[src/inc/mcel_pkg.sv]
// Package for the machine-check error logging block: offsets, codes, event layout
package mcel_pkg;

   // Register byte offsets (64-bit status split into two words, plus control and event count)
   localparam logic [7:0]  MCEL_STATUS_LO_OFF   = 8'h00;
   localparam logic [7:0]  MCEL_STATUS_HI_OFF   = 8'h04;
   localparam logic [7:0]  MCEL_CTRL_OFF        = 8'h08;
   localparam logic [7:0]  MCEL_EVCNT_OFF       = 8'h0C;

   // Field positions inside the 64-bit status
   localparam int          MCEL_TYPE_LSB        = 0;
   localparam int          MCEL_SUB_LSB         = 16;
   localparam int          MCEL_OTHER_LSB       = 32;
   localparam int          MCEL_OTHER_W         = 25;

   // Reset values
   localparam logic [63:0] MCEL_STATUS_RST      = 64'h0000_0000_0000_0000;
   localparam logic [24:0] MCEL_OTHER_RST       = 25'h000_0000;

   // Error type codes (the only two ever logged; reset and clear load zero)
   localparam logic [15:0] MCEL_TYPE_INTERNAL   = 16'h0400;
   localparam logic [15:0] MCEL_TYPE_BUS        = 16'h0E0F;

   // Bus and interconnect sub-code bit positions
   localparam int          MCEL_BUS_REQ_PAR     = 16;
   localparam int          MCEL_BUS_HARD_FAIL   = 20;
   localparam int          MCEL_BUS_RSP_PAR     = 21;
   localparam int          MCEL_BUS_DATA_PAR    = 22;
   localparam logic [15:0] MCEL_BUS_SUB_MASK    = 16'h0071;

   // Internal controller sub-codes
   localparam logic [15:0] MCEL_SC_INCL_C0      = 16'h0001;
   localparam logic [15:0] MCEL_SC_INCL_C1      = 16'h0002;
   localparam logic [15:0] MCEL_SC_WEXCL_C0     = 16'h0003;
   localparam logic [15:0] MCEL_SC_WEXCL_C1     = 16'h0004;
   localparam logic [15:0] MCEL_SC_INCL_BUS     = 16'h0005;
   localparam logic [15:0] MCEL_SC_SNOOP_STALL  = 16'h0006;
   localparam logic [15:0] MCEL_SC_WR_STALL     = 16'h0007;
   localparam logic [15:0] MCEL_SC_ARB_TMO      = 16'h0008;
   localparam logic [15:0] MCEL_SC_INCL_C2      = 16'h000A;
   localparam logic [15:0] MCEL_SC_WEXCL_C2     = 16'h000B;
   localparam logic [15:0] MCEL_SC_INT_TMO_A    = 16'h0200;
   localparam logic [15:0] MCEL_SC_INT_TMO_B    = 16'h0300;
   localparam logic [15:0] MCEL_SC_QUEUE_FULL   = 16'h0400;
   localparam logic [15:0] MCEL_SC_QUIET_TMO    = 16'h0500;
   localparam logic [15:0] MCEL_SC_CECC_C0      = 16'hC002;
   localparam logic [15:0] MCEL_SC_CECC_C1      = 16'hC004;
   localparam logic [15:0] MCEL_SC_CECC_C2      = 16'hC008;
   localparam logic [15:0] MCEL_SC_UECC_C0      = 16'hE002;
   localparam logic [15:0] MCEL_SC_UECC_C1      = 16'hE004;
   localparam logic [15:0] MCEL_SC_UECC_C2      = 16'hE008;

   // Internal event index, one pulse input bit each
   localparam int          MCEL_NUM_INT         = 20;
   localparam int          MCEL_EV_QUIET        = 13;

   // Control register bits
   localparam int          MCEL_CTRL_EN         = 0;
   localparam int          MCEL_CTRL_OVWR       = 1;
   localparam logic [1:0]  MCEL_CTRL_RST        = 2'h1;

   // AXI4-Lite responses
   localparam logic [1:0]  MCEL_RESP_OKAY       = 2'h0;
   localparam logic [1:0]  MCEL_RESP_SLVERR     = 2'h2;

   // Bus error event carrier
   typedef struct packed {
      logic req_par;
      logic hard_fail;
      logic rsp_par;
      logic data_par;
   } mcel_bus_ev_t;

   // Write-path states
   typedef enum logic [2:0] {
      MCEL_W_IDLE = 3'b001,
      MCEL_W_RESP = 3'b010,
      MCEL_W_SPARE = 3'b100
   } mcel_wstate_t;

endpackage : mcel_pkg

[src/rtl/mcel_top.sv]
// Machine-check error status log for the cache, bus and bus controller
//
// Added by the designer: the register offsets and the AXI4-Lite slave port.
`timescale 1ns/1ns

module mcel_top
   import mcel_pkg::*;
(
   input  wire logic                      clk_i,
   input  wire logic                      rst_b_i,
   // Error event pulses from inside the processor
   input  wire logic [MCEL_NUM_INT-1:0]   int_ev_i,
   input  wire mcel_bus_ev_t              bus_ev_i,
   // AXI4-Lite slave
   input  wire logic [7:0]                s_axi_awaddr,
   input  wire logic                      s_axi_awvalid,
   output logic                           s_axi_awready,
   input  wire logic [31:0]               s_axi_wdata,
   input  wire logic [3:0]                s_axi_wstrb,
   input  wire logic                      s_axi_wvalid,
   output logic                           s_axi_wready,
   output logic [1:0]                     s_axi_bresp,
   output logic                           s_axi_bvalid,
   input  wire logic                      s_axi_bready,
   input  wire logic [7:0]                s_axi_araddr,
   input  wire logic                      s_axi_arvalid,
   output logic                           s_axi_arready,
   output logic [31:0]                    s_axi_rdata,
   output logic [1:0]                     s_axi_rresp,
   output logic                           s_axi_rvalid,
   input  wire logic                      s_axi_rready,
   // Log holds an event
   output logic                           log_valid_o
);

   // Internal sub-code table, indexed by event bit (lowest index wins)
   localparam logic [15:0] SC_TABLE [MCEL_NUM_INT] = '{
      MCEL_SC_INCL_C0, MCEL_SC_INCL_C1, MCEL_SC_INCL_C2, MCEL_SC_INCL_BUS,
      MCEL_SC_WEXCL_C0, MCEL_SC_WEXCL_C1, MCEL_SC_WEXCL_C2,
      MCEL_SC_SNOOP_STALL, MCEL_SC_WR_STALL, MCEL_SC_ARB_TMO,
      MCEL_SC_INT_TMO_A, MCEL_SC_INT_TMO_B, MCEL_SC_QUEUE_FULL,
      MCEL_SC_QUIET_TMO,
      MCEL_SC_CECC_C0, MCEL_SC_CECC_C1, MCEL_SC_CECC_C2,
      MCEL_SC_UECC_C0, MCEL_SC_UECC_C1, MCEL_SC_UECC_C2
   };

   logic [15:0]            log_type;
   logic [15:0]            log_sub;
   logic [24:0]            corr_count;
   logic                   log_full;
   logic [1:0]             ctrl;
   mcel_wstate_t           wstate;
   logic                   aw_held;
   logic                   w_held;
   logic [7:0]             aw_addr;
   logic [31:0]            w_data;
   logic [3:0]             w_strb;

   // Priority pick of the internal event; loop keeps table and index aligned
   logic [15:0]            int_code;
   logic                   int_any;
   logic                   quiet_hit;
   always_comb begin
      int_code = 16'h0000;
      int_any  = 1'b0;
      for (int i = MCEL_NUM_INT - 1; i >= 0; i--) begin
         if (int_ev_i[i]) begin
            int_code = SC_TABLE[i];
            int_any  = 1'b1;
         end
      end
   end
   assign quiet_hit = int_ev_i[MCEL_EV_QUIET];

   // Correctable events: quiet timeout and correctable ECC
   wire       corr_ev   = quiet_hit | (|int_ev_i[16:14]);
   wire       bus_any   = bus_ev_i.req_par | bus_ev_i.hard_fail
                        | bus_ev_i.rsp_par | bus_ev_i.data_par;
   wire [15:0] bus_code = {9'h000, bus_ev_i.data_par, bus_ev_i.rsp_par,
                           bus_ev_i.hard_fail, 3'h0, bus_ev_i.req_par};

   // Bus errors take precedence: they arrive from outside the die
   wire        ev_any    = ctrl[MCEL_CTRL_EN] & (bus_any | int_any);
   wire        can_log   = ~log_full | ctrl[MCEL_CTRL_OVWR];
   wire        do_log    = ev_any & can_log;
   wire [15:0] next_type = bus_any ? MCEL_TYPE_BUS : MCEL_TYPE_INTERNAL;
   wire [15:0] next_sub  = bus_any ? bus_code : int_code;

   // Write decode
   wire        wr_fire   = aw_held & w_held & (wstate == MCEL_W_IDLE);
   wire        wr_lo     = wr_fire & (aw_addr == MCEL_STATUS_LO_OFF);
   wire        wr_hi     = wr_fire & (aw_addr == MCEL_STATUS_HI_OFF);
   wire        wr_ctrl   = wr_fire & (aw_addr == MCEL_CTRL_OFF);
   wire        wr_ok     = wr_lo | wr_hi | wr_ctrl | (aw_addr == MCEL_EVCNT_OFF);
   // Writing zero to the low word with byte 0 enabled clears the log
   wire        sw_clear  = wr_lo & w_strb[0] & (w_data[15:0] == 16'h0000);

   // Log register: hardware set beats software clear
   always_ff @(posedge clk_i or negedge rst_b_i) begin
      if (!rst_b_i) begin
         log_type <= MCEL_STATUS_RST[15:0];
         log_sub  <= MCEL_STATUS_RST[31:16];
         log_full <= 1'b0;
      end else if (do_log) begin
         log_type <= next_type;
         log_sub  <= next_sub;
         log_full <= 1'b1;
      end else if (sw_clear) begin
         log_type <= MCEL_STATUS_RST[15:0];
         log_sub  <= MCEL_STATUS_RST[31:16];
         log_full <= 1'b0;
      end
   end

   // Correctable event count saturates rather than wrapping
   wire        cnt_sat   = &corr_count;
   always_ff @(posedge clk_i or negedge rst_b_i) begin
      if (!rst_b_i) begin
         corr_count <= MCEL_OTHER_RST;
      end else if (ctrl[MCEL_CTRL_EN] & corr_ev & ~cnt_sat) begin
         corr_count <= corr_count + 25'h000_0001;
      end else if (wr_hi & w_strb[0] & (w_data == 32'h0000_0000)) begin
         corr_count <= MCEL_OTHER_RST;
      end
   end

   // Control register
   always_ff @(posedge clk_i or negedge rst_b_i) begin
      if (!rst_b_i) begin
         ctrl <= MCEL_CTRL_RST;
      end else if (wr_ctrl & w_strb[0]) begin
         ctrl <= w_data[1:0];
      end
   end

   // AXI write address and data capture, either order
   always_ff @(posedge clk_i or negedge rst_b_i) begin
      if (!rst_b_i) begin
         aw_held <= 1'b0;
         w_held  <= 1'b0;
         aw_addr <= 8'h00;
         w_data  <= 32'h0000_0000;
         w_strb  <= 4'h0;
      end else begin
         if (s_axi_awvalid & s_axi_awready) begin
            aw_held <= 1'b1;
            aw_addr <= s_axi_awaddr;
         end else if (wr_fire) begin
            aw_held <= 1'b0;
         end
         if (s_axi_wvalid & s_axi_wready) begin
            w_held <= 1'b1;
            w_data <= s_axi_wdata;
            w_strb <= s_axi_wstrb;
         end else if (wr_fire) begin
            w_held <= 1'b0;
         end
      end
   end

   // Write response state
   always_ff @(posedge clk_i or negedge rst_b_i) begin
      if (!rst_b_i) begin
         wstate      <= MCEL_W_IDLE;
         s_axi_bresp <= MCEL_RESP_OKAY;
      end else begin
         case (wstate)
            MCEL_W_IDLE: begin
               if (wr_fire) begin
                  wstate      <= MCEL_W_RESP;
                  s_axi_bresp <= wr_ok ? MCEL_RESP_OKAY : MCEL_RESP_SLVERR;
               end
            end
            MCEL_W_RESP: begin
               if (s_axi_bready) begin
                  wstate <= MCEL_W_IDLE;
               end
            end
            default: wstate <= MCEL_W_IDLE;
         endcase
      end
   end

   assign s_axi_awready = ~aw_held & (wstate == MCEL_W_IDLE);
   assign s_axi_wready  = ~w_held & (wstate == MCEL_W_IDLE);
   assign s_axi_bvalid  = (wstate == MCEL_W_RESP);

   // Read mux
   logic [31:0]            rd_word;
   logic                   rd_ok;
   always_comb begin
      rd_word = 32'h0000_0000;
      rd_ok   = 1'b1;
      case (s_axi_araddr)
         MCEL_STATUS_LO_OFF: rd_word = {log_sub, log_type};
         MCEL_STATUS_HI_OFF: rd_word = {7'h00, corr_count};
         MCEL_CTRL_OFF:      rd_word = {29'h0, log_full, ctrl};
         MCEL_EVCNT_OFF:     rd_word = {7'h00, corr_count};
         default:            rd_ok   = 1'b0;
      endcase
   end

   // Read channel: one outstanding read, data from flip-flops
   always_ff @(posedge clk_i or negedge rst_b_i) begin
      if (!rst_b_i) begin
         s_axi_rvalid <= 1'b0;
         s_axi_rdata  <= 32'h0000_0000;
         s_axi_rresp  <= MCEL_RESP_OKAY;
      end else if (s_axi_arvalid & s_axi_arready) begin
         s_axi_rvalid <= 1'b1;
         s_axi_rdata  <= rd_word;
         s_axi_rresp  <= rd_ok ? MCEL_RESP_OKAY : MCEL_RESP_SLVERR;
      end else if (s_axi_rready) begin
         s_axi_rvalid <= 1'b0;
      end
   end

   assign s_axi_arready = ~s_axi_rvalid;
   assign log_valid_o   = log_full;

   // Per-event sub-code: the lowest pending internal event owns the log
   for (genvar g = 0; g < MCEL_NUM_INT; g++) begin : g_sub_chk
      localparam logic [MCEL_NUM_INT-1:0] LOW_MASK = ~({MCEL_NUM_INT{1'b1}} << g);

   end
endmodule : mcel_top

[config.mk]
export PLATFORM = sky130hd
export DESIGN_NAME = mcel_top
export DESIGN_NICKNAME = d
export VERILOG_FILES = /design/src/inc/mcel_pkg.sv /design/src/rtl/mcel_top.sv
export SDC_FILE = /design/constraint.sdc
export NUM_CORES = 1
export LEC_CHECK = 0
export BUFFER_PORTS_ARGS = -buffer_cell sky130_fd_sc_hd__clkbuf_2
export CAP_MARGIN = 20
export CORE_AREA = 3 3 112 114
export CTS_BUF_LIST = sky130_fd_sc_hd__clkbuf_16
export DETAILED_ROUTE_END_ITERATION = 6
export DIE_AREA = 0 0 115 117
export PLACE_DENSITY = 0.72
export SETUP_SLACK_MARGIN = 0.1
export SLEW_MARGIN = 15
export SYNTH_ARGS = -nofsm -noshare
export SYNTH_HDL_FRONTEND = slang
export SYNTH_SLANG_ARGS = --single-unit
[constraint.sdc]
create_clock -name clk_i -period 2.32 [get_ports clk_i]
set_input_delay 0.464 -clock clk_i [delete_from_list [all_inputs] [get_ports clk_i]]
set_output_delay 0.464 -clock clk_i [all_outputs]
set_load 0.01 [all_outputs]
[Yosys cells after proc, flatten, opt, wreduce, memory -nomap -nowiden]
Cells that the tools add are included.
Cells by class
  $add $sub $neg: 1
  eq/ne operators: 10
  multiplexer cells: 61
  bitwise operators: 33
  reduce and logical (&&, ||, !) cells: 15
Operator list (count)
  $mux 16: 24
  $pmux 32 s3: 1
  $mux 25: 2
  $eq 8x4->1 const B: 4
  $logic_not 32->1: 1
  $mux 1: 28
  $add 25x1->25 const B: 1
  $reduce_and 25->1: 1
  $and 1x1->1: 19
  $eq 8x3->1 const B: 2
  $logic_not 16->1: 1
  $logic_not 8->1: 2
  $mux 12: 1
  $reduce_bool 2->1: 5
  $or 1x1->1: 9
  $mux 3: 2
  $pmux 3 s2: 1
  $not 1->1: 5
  $mux 2: 2
  $reduce_and 2->1: 2
  $reduce_or 4->1: 1
  $eq 3x1->1 const B: 1
  $eq 3x2->1 const B: 1
  $reduce_or 3->1: 1
  other kinds (3): 3
Storage, ports and cells
  bits in registers: 143
  input port bits: 83
  output and inout bits: 42
  word-level logic and storage cells: 135

[Longest topological paths before layout]
  depth after elaboration: 24
  depth in mapped cells: 8

[Worst setup path before layout]
Ideal clock, no wire load.
  kind: reg2reg
  start: register wstate[0]
  end: register corr_count[9]
  library setup time: 0.124 ns
  arrival time: 2.019 ns
  data required time: 2.196 ns
  setup slack: 0.177 ns
  stages on the path, launching flop included: 8
  path buffers: 2
  cell sequence: dfstp_2 > and4b_1 > buf_2 > nand4_1 > or3_1 > o21a_4 > buf_6 > a211o_1
On the way
  cells in the longest elaborated chain, start to end: 6
Ends and longest elaborated chain
  start, declared: line mcel_top.sv:52  | mcel_wstate_t wstate;
  start signal, assigned: line mcel_top.sv:164  | wstate <= MCEL_W_IDLE;
  start signal, assigned: line mcel_top.sv:170  | wstate <= MCEL_W_RESP;
  start signal, assigned: line mcel_top.sv:176  | wstate <= MCEL_W_IDLE;
  $eq 3x1->1: line mcel_top.sv:90  | wire wr_fire = aw_held & w_held & (wstate == MCEL_W_IDLE);
  $and 1x1->1: line mcel_top.sv:90
  $and 1x1->1: line mcel_top.sv:92  | wire wr_hi = wr_fire & (aw_addr == MCEL_STATUS_HI_OFF);
  $and 1x1->1 (2 in a row): line mcel_top.sv:122  | end else if (wr_hi & w_strb[0] & (w_data == 32'h0000_0000)) begin
  $reduce_bool 2->1 (no source line)
  end signal, assigned: line mcel_top.sv:121  | corr_count <= corr_count + 25'h000_0001;
  end, declared: line mcel_top.sv:49  | logic [24:0] corr_count;
No other way between the ends.
A chain may end at the register's enable or synchronous reset.

[Worst setup path after layout]
  start: register wstate[0]
  end: register corr_count[2]
Same word-level chain as after synthesis.

==> impl_metrics.csv <==
group,metric,value,unit
status,status,"completed",
floorplanning,ios,125,
critical_path,slowest_delay,540,ps
clock_tree,cts_setup_buffers,0,
clock_tree,cts_tree,"built",
route,drt-vias-per-instance,5.722,
yosys,synth_warnings,0,
clock_tree,numClockSinks,118,
place,detailed_place_hpwl,9786,um
global_route,grt-ovfl-total,0,
floorplanning,die_w,115,um
floorplanning,start_util,47.92,%
power_and_ir_drop,peakVddDrop,0.6392,mV
floorplanning,row_count,39,
critical_path,cp_data_arrival_time,2450,ps
finish,design_area,6968,sq um
place,io_buffers,117,
floorplanning,core-area,11520,sq um
clock_tree,clk_latency,420,ps
yosys,ys_top_cells_by_count,"116 x dfrtp_1, 55 x nand2_1, 43 x mux2_2",
critical_path,rr_worst_depth,5,
yosys,syn_area_per_cell,10.53,sq um
finish,areaGrowthSynthToFinish,26.25,%
yosys,synth_area,5519,sq um
global_route,antenna_found_initial,0,
yosys,synth_top_area_cell,"dfrtp_1",
yosys,yosysUniqueCellTypes,53,
route,drt-initial-drc-count,383,
job,drv_cap,0,
route,vias,4709,
yosys,ys_seq_area_share,53.55,%
critical_path,cp_max_fo,6,
power_and_ir_drop,leakage,3.262,nW
yosys,synth_top_cell_area_share,52.60,%
route,ant_nets,0,
yosys,synthTopCellsByArea,"dfrtp_1 53%, mux2_2 8.8%, nand2_1 3.7%",
power_and_ir_drop,power.total,6.167,mW
route,drt-pass1-iter-count,7,
sta,finalCritPeriodShare,93.09,%
place,pre_cts_slack,47.99,ps
sta,worst_pin_slew,535.2,ps
critical_path,end_kind,"register",
place,dpl-instance-area,6419,sq um
yosys,ys.flop_type,"dfrtp_1",
floorplanning,die_h,117,um
sta,max_freq,463.0,MHz
critical_path,rr_endpoint,"corr_count[2]",
power_and_ir_drop,powerDensity,885.1,nW/um^2
sta,setup_ws,160.3,ps
critical_path,criticalPathCategory,"register to register",
yosys,synthArstFlopShare,100.0,%
critical_path,crit_family,"simple AND/OR/NAND/NOR gates",
critical_path,rrSetupSlack,160,ps
finish,multiInputGateArea,2426,sq um
sta,relSlewSlack,64.24,%
clock_tree,clk_pin_slew,50,ps
critical_path,crit_buf_inv,0,
place,gp_congestion,0.8929,
sta,rsz0062_at_grt,"false",
yosys,ys_ff_latch,118,
route,wl_per_cell,16.15,um
route,route.detailed.drc,0,
clock_tree,cts_max_level,4,
yosys,syn_inst,524,
worst_hold_path,hold_class,"input port to asynchronous set/reset pin",
critical_path,start_kind,"register",
finish,finalNetCount,751,
route,drt-total-wl,13290,um
clock_tree,cts_root_buf,"clkbuf_16",
finish,layout-drive-gt1-share,33.82,%
sta,min_period,2160,ps
sta,setup_tns,0,ps
global_route,grt_pass1_wl,21810,um
sta,skew,16.12,ps
clock_tree,cts_buffers,17,
finish,diodes,0,
critical_path,crit_chain,"and4b_1 -> nand4_1 -> or3_4 -> o21a_4 -> a221o_2",
global_route,first_global_vias,4597,
yosys,synth.most_common_cell,"dfrtp_1",
finish,n_fill_cell,1002,
floorplanning,die_area,13460,sq um
sta,slew_viol_final,0,
global_route,grt_max_degree,38,
finish,regArea,2955,sq um
sta,hold_viol,0,
yosys,synth-edff-count,0,
sta,timing.hold.ws,24.22,ps
critical_path,r2r-start,"wstate[0]",
clock_tree,cts_hold_buffers,0,
global_route,grt_usage,20.64,%
sta,setup_viol,0,
clock_tree,clk_path_buf_depth,2,
critical_path,worstPathRequired,2610,ps
critical_path,critPathSlowestCell,"dfstp_2",
[layout make-up]
class | instances | area share (%)
Inverter | 12 | 0.6464
Sequential cell | 118 | 42.41
Clock buffer | 17 | 6.105
Clock inverter | 15 | 1.203
Multi-Input combinational cell | 369 | 34.82
Timing Repair Buffer | 149 | 12.25
Tap cell | 143 | 2.568
[repair_timing]
action / 4_1_cts / 5_1_grt
setup endpoints to repair: 2 / 12
resized for setup: 2 / 4
gates cloned: 0 / 1
pin swaps: 0 / 3
[power by group]
part | internal [mW] | switching (mW)
Clock | 1.41 | 0.846
Sequential | 2.50 | 0.284
Combinational | 0.637 | 0.490
[cells in the final DEF, fill, tap and decap left out, drive strengths merged, types with 5 or more instances in the layout]
| cell type | synthesis | final |
|---|---|---|
| o2bb2ai | 8 | 8 |
| a22o | 6 | 6 |
| or4 | 9 | 9 |
| o21a | 6 | 7 |
| a211o | 5 | 5 |
| or3 | 6 | 6 |
| o31ai | 8 | 8 |
| a21o | 8 | 8 |
| clkbuf | 16 | 133 |
| nand3 | 20 | 20 |
| a22oi | 9 | 9 |
| nor4 | 11 | 11 |
| and2 | 5 | 5 |
| o21ai | 38 | 38 |
| dfrtp | 116 | 116 |
| a31oi | 8 | 8 |
| nor3 | 17 | 17 |
| mux2 | 43 | 43 |
| buf | 13 | 33 |
| inv | 12 | 19 |
| and3 | 14 | 14 |
| nor2 | 24 | 24 |
| nor2b | 8 | 8 |
| clkinv | 0 | 7 |
| nand2 | 55 | 55 |
| a21oi | 19 | 19 |
[metal layers]
metal	up-vias	routed length (um)	global-route usage [%]	part of all wire (%)
met3	30	981	6.992	7.4
met2	191	6358	33.14	48
met4	0	260	7.590	2.0
met1	2272	5690	26.11	43
li1	2216	-	-	-
met5	-	0	0	0
[worst max-delay path by stage]
stage | startpoint | endpoint | slack, ps | depth (start not counted)
after detailed placement | aw_addr[1] | corr_count[15] | 50 | 5
after global placement | aw_addr[1] | corr_count[2] | 60 | 5
after global routing | corr_count[0] | corr_count[14] | 100 | 7
after CTS | w_data[17] | corr_count[2] | 100 | 4
after floorplan | wstate[0] | corr_count[9] | 180 | 7
final | wstate[0] | corr_count[2] | 160 | 5
[stage by stage]
stage          utilization, %  std cells
3_5_place_dp            55.74        790
3_3_place_gp            55.74        790
6_report                60.51        823
2_1_floorplan               -        527
5_1_grt                 60.51        823
4_1_cts                 60.26        822
[logic make-up (layout without fill, tap and decap cells)]
logic type / after synthesis / after routing / synth area share [%]
other cells: 1 / 4 / 0.06795
compound gates: 132 / 133 / 16.14
simple gates: 186 / 186 / 17.43
fa+ha+maj: 1 / 1 / 0.2267
flops: 118 / 118 / 53.55
xor+xnor: 1 / 1 / 0.1587
buf+inv: 41 / 193 / 3.469
mux: 44 / 44 / 8.955
[flip-flops by register name, summed over array words and instances (netlist names)]
name,cells
ctrl,2
s_axi_rvalid,1
s_axi_rdata,29
wstate,2
w_data,32
w_strb,1
s_axi_bresp,1
aw_held,1
w_held,1
log_sub,12
log_type,2
s_axi_rresp,1
aw_addr,8
corr_count,25
Power figures use the tool's default switching activity.
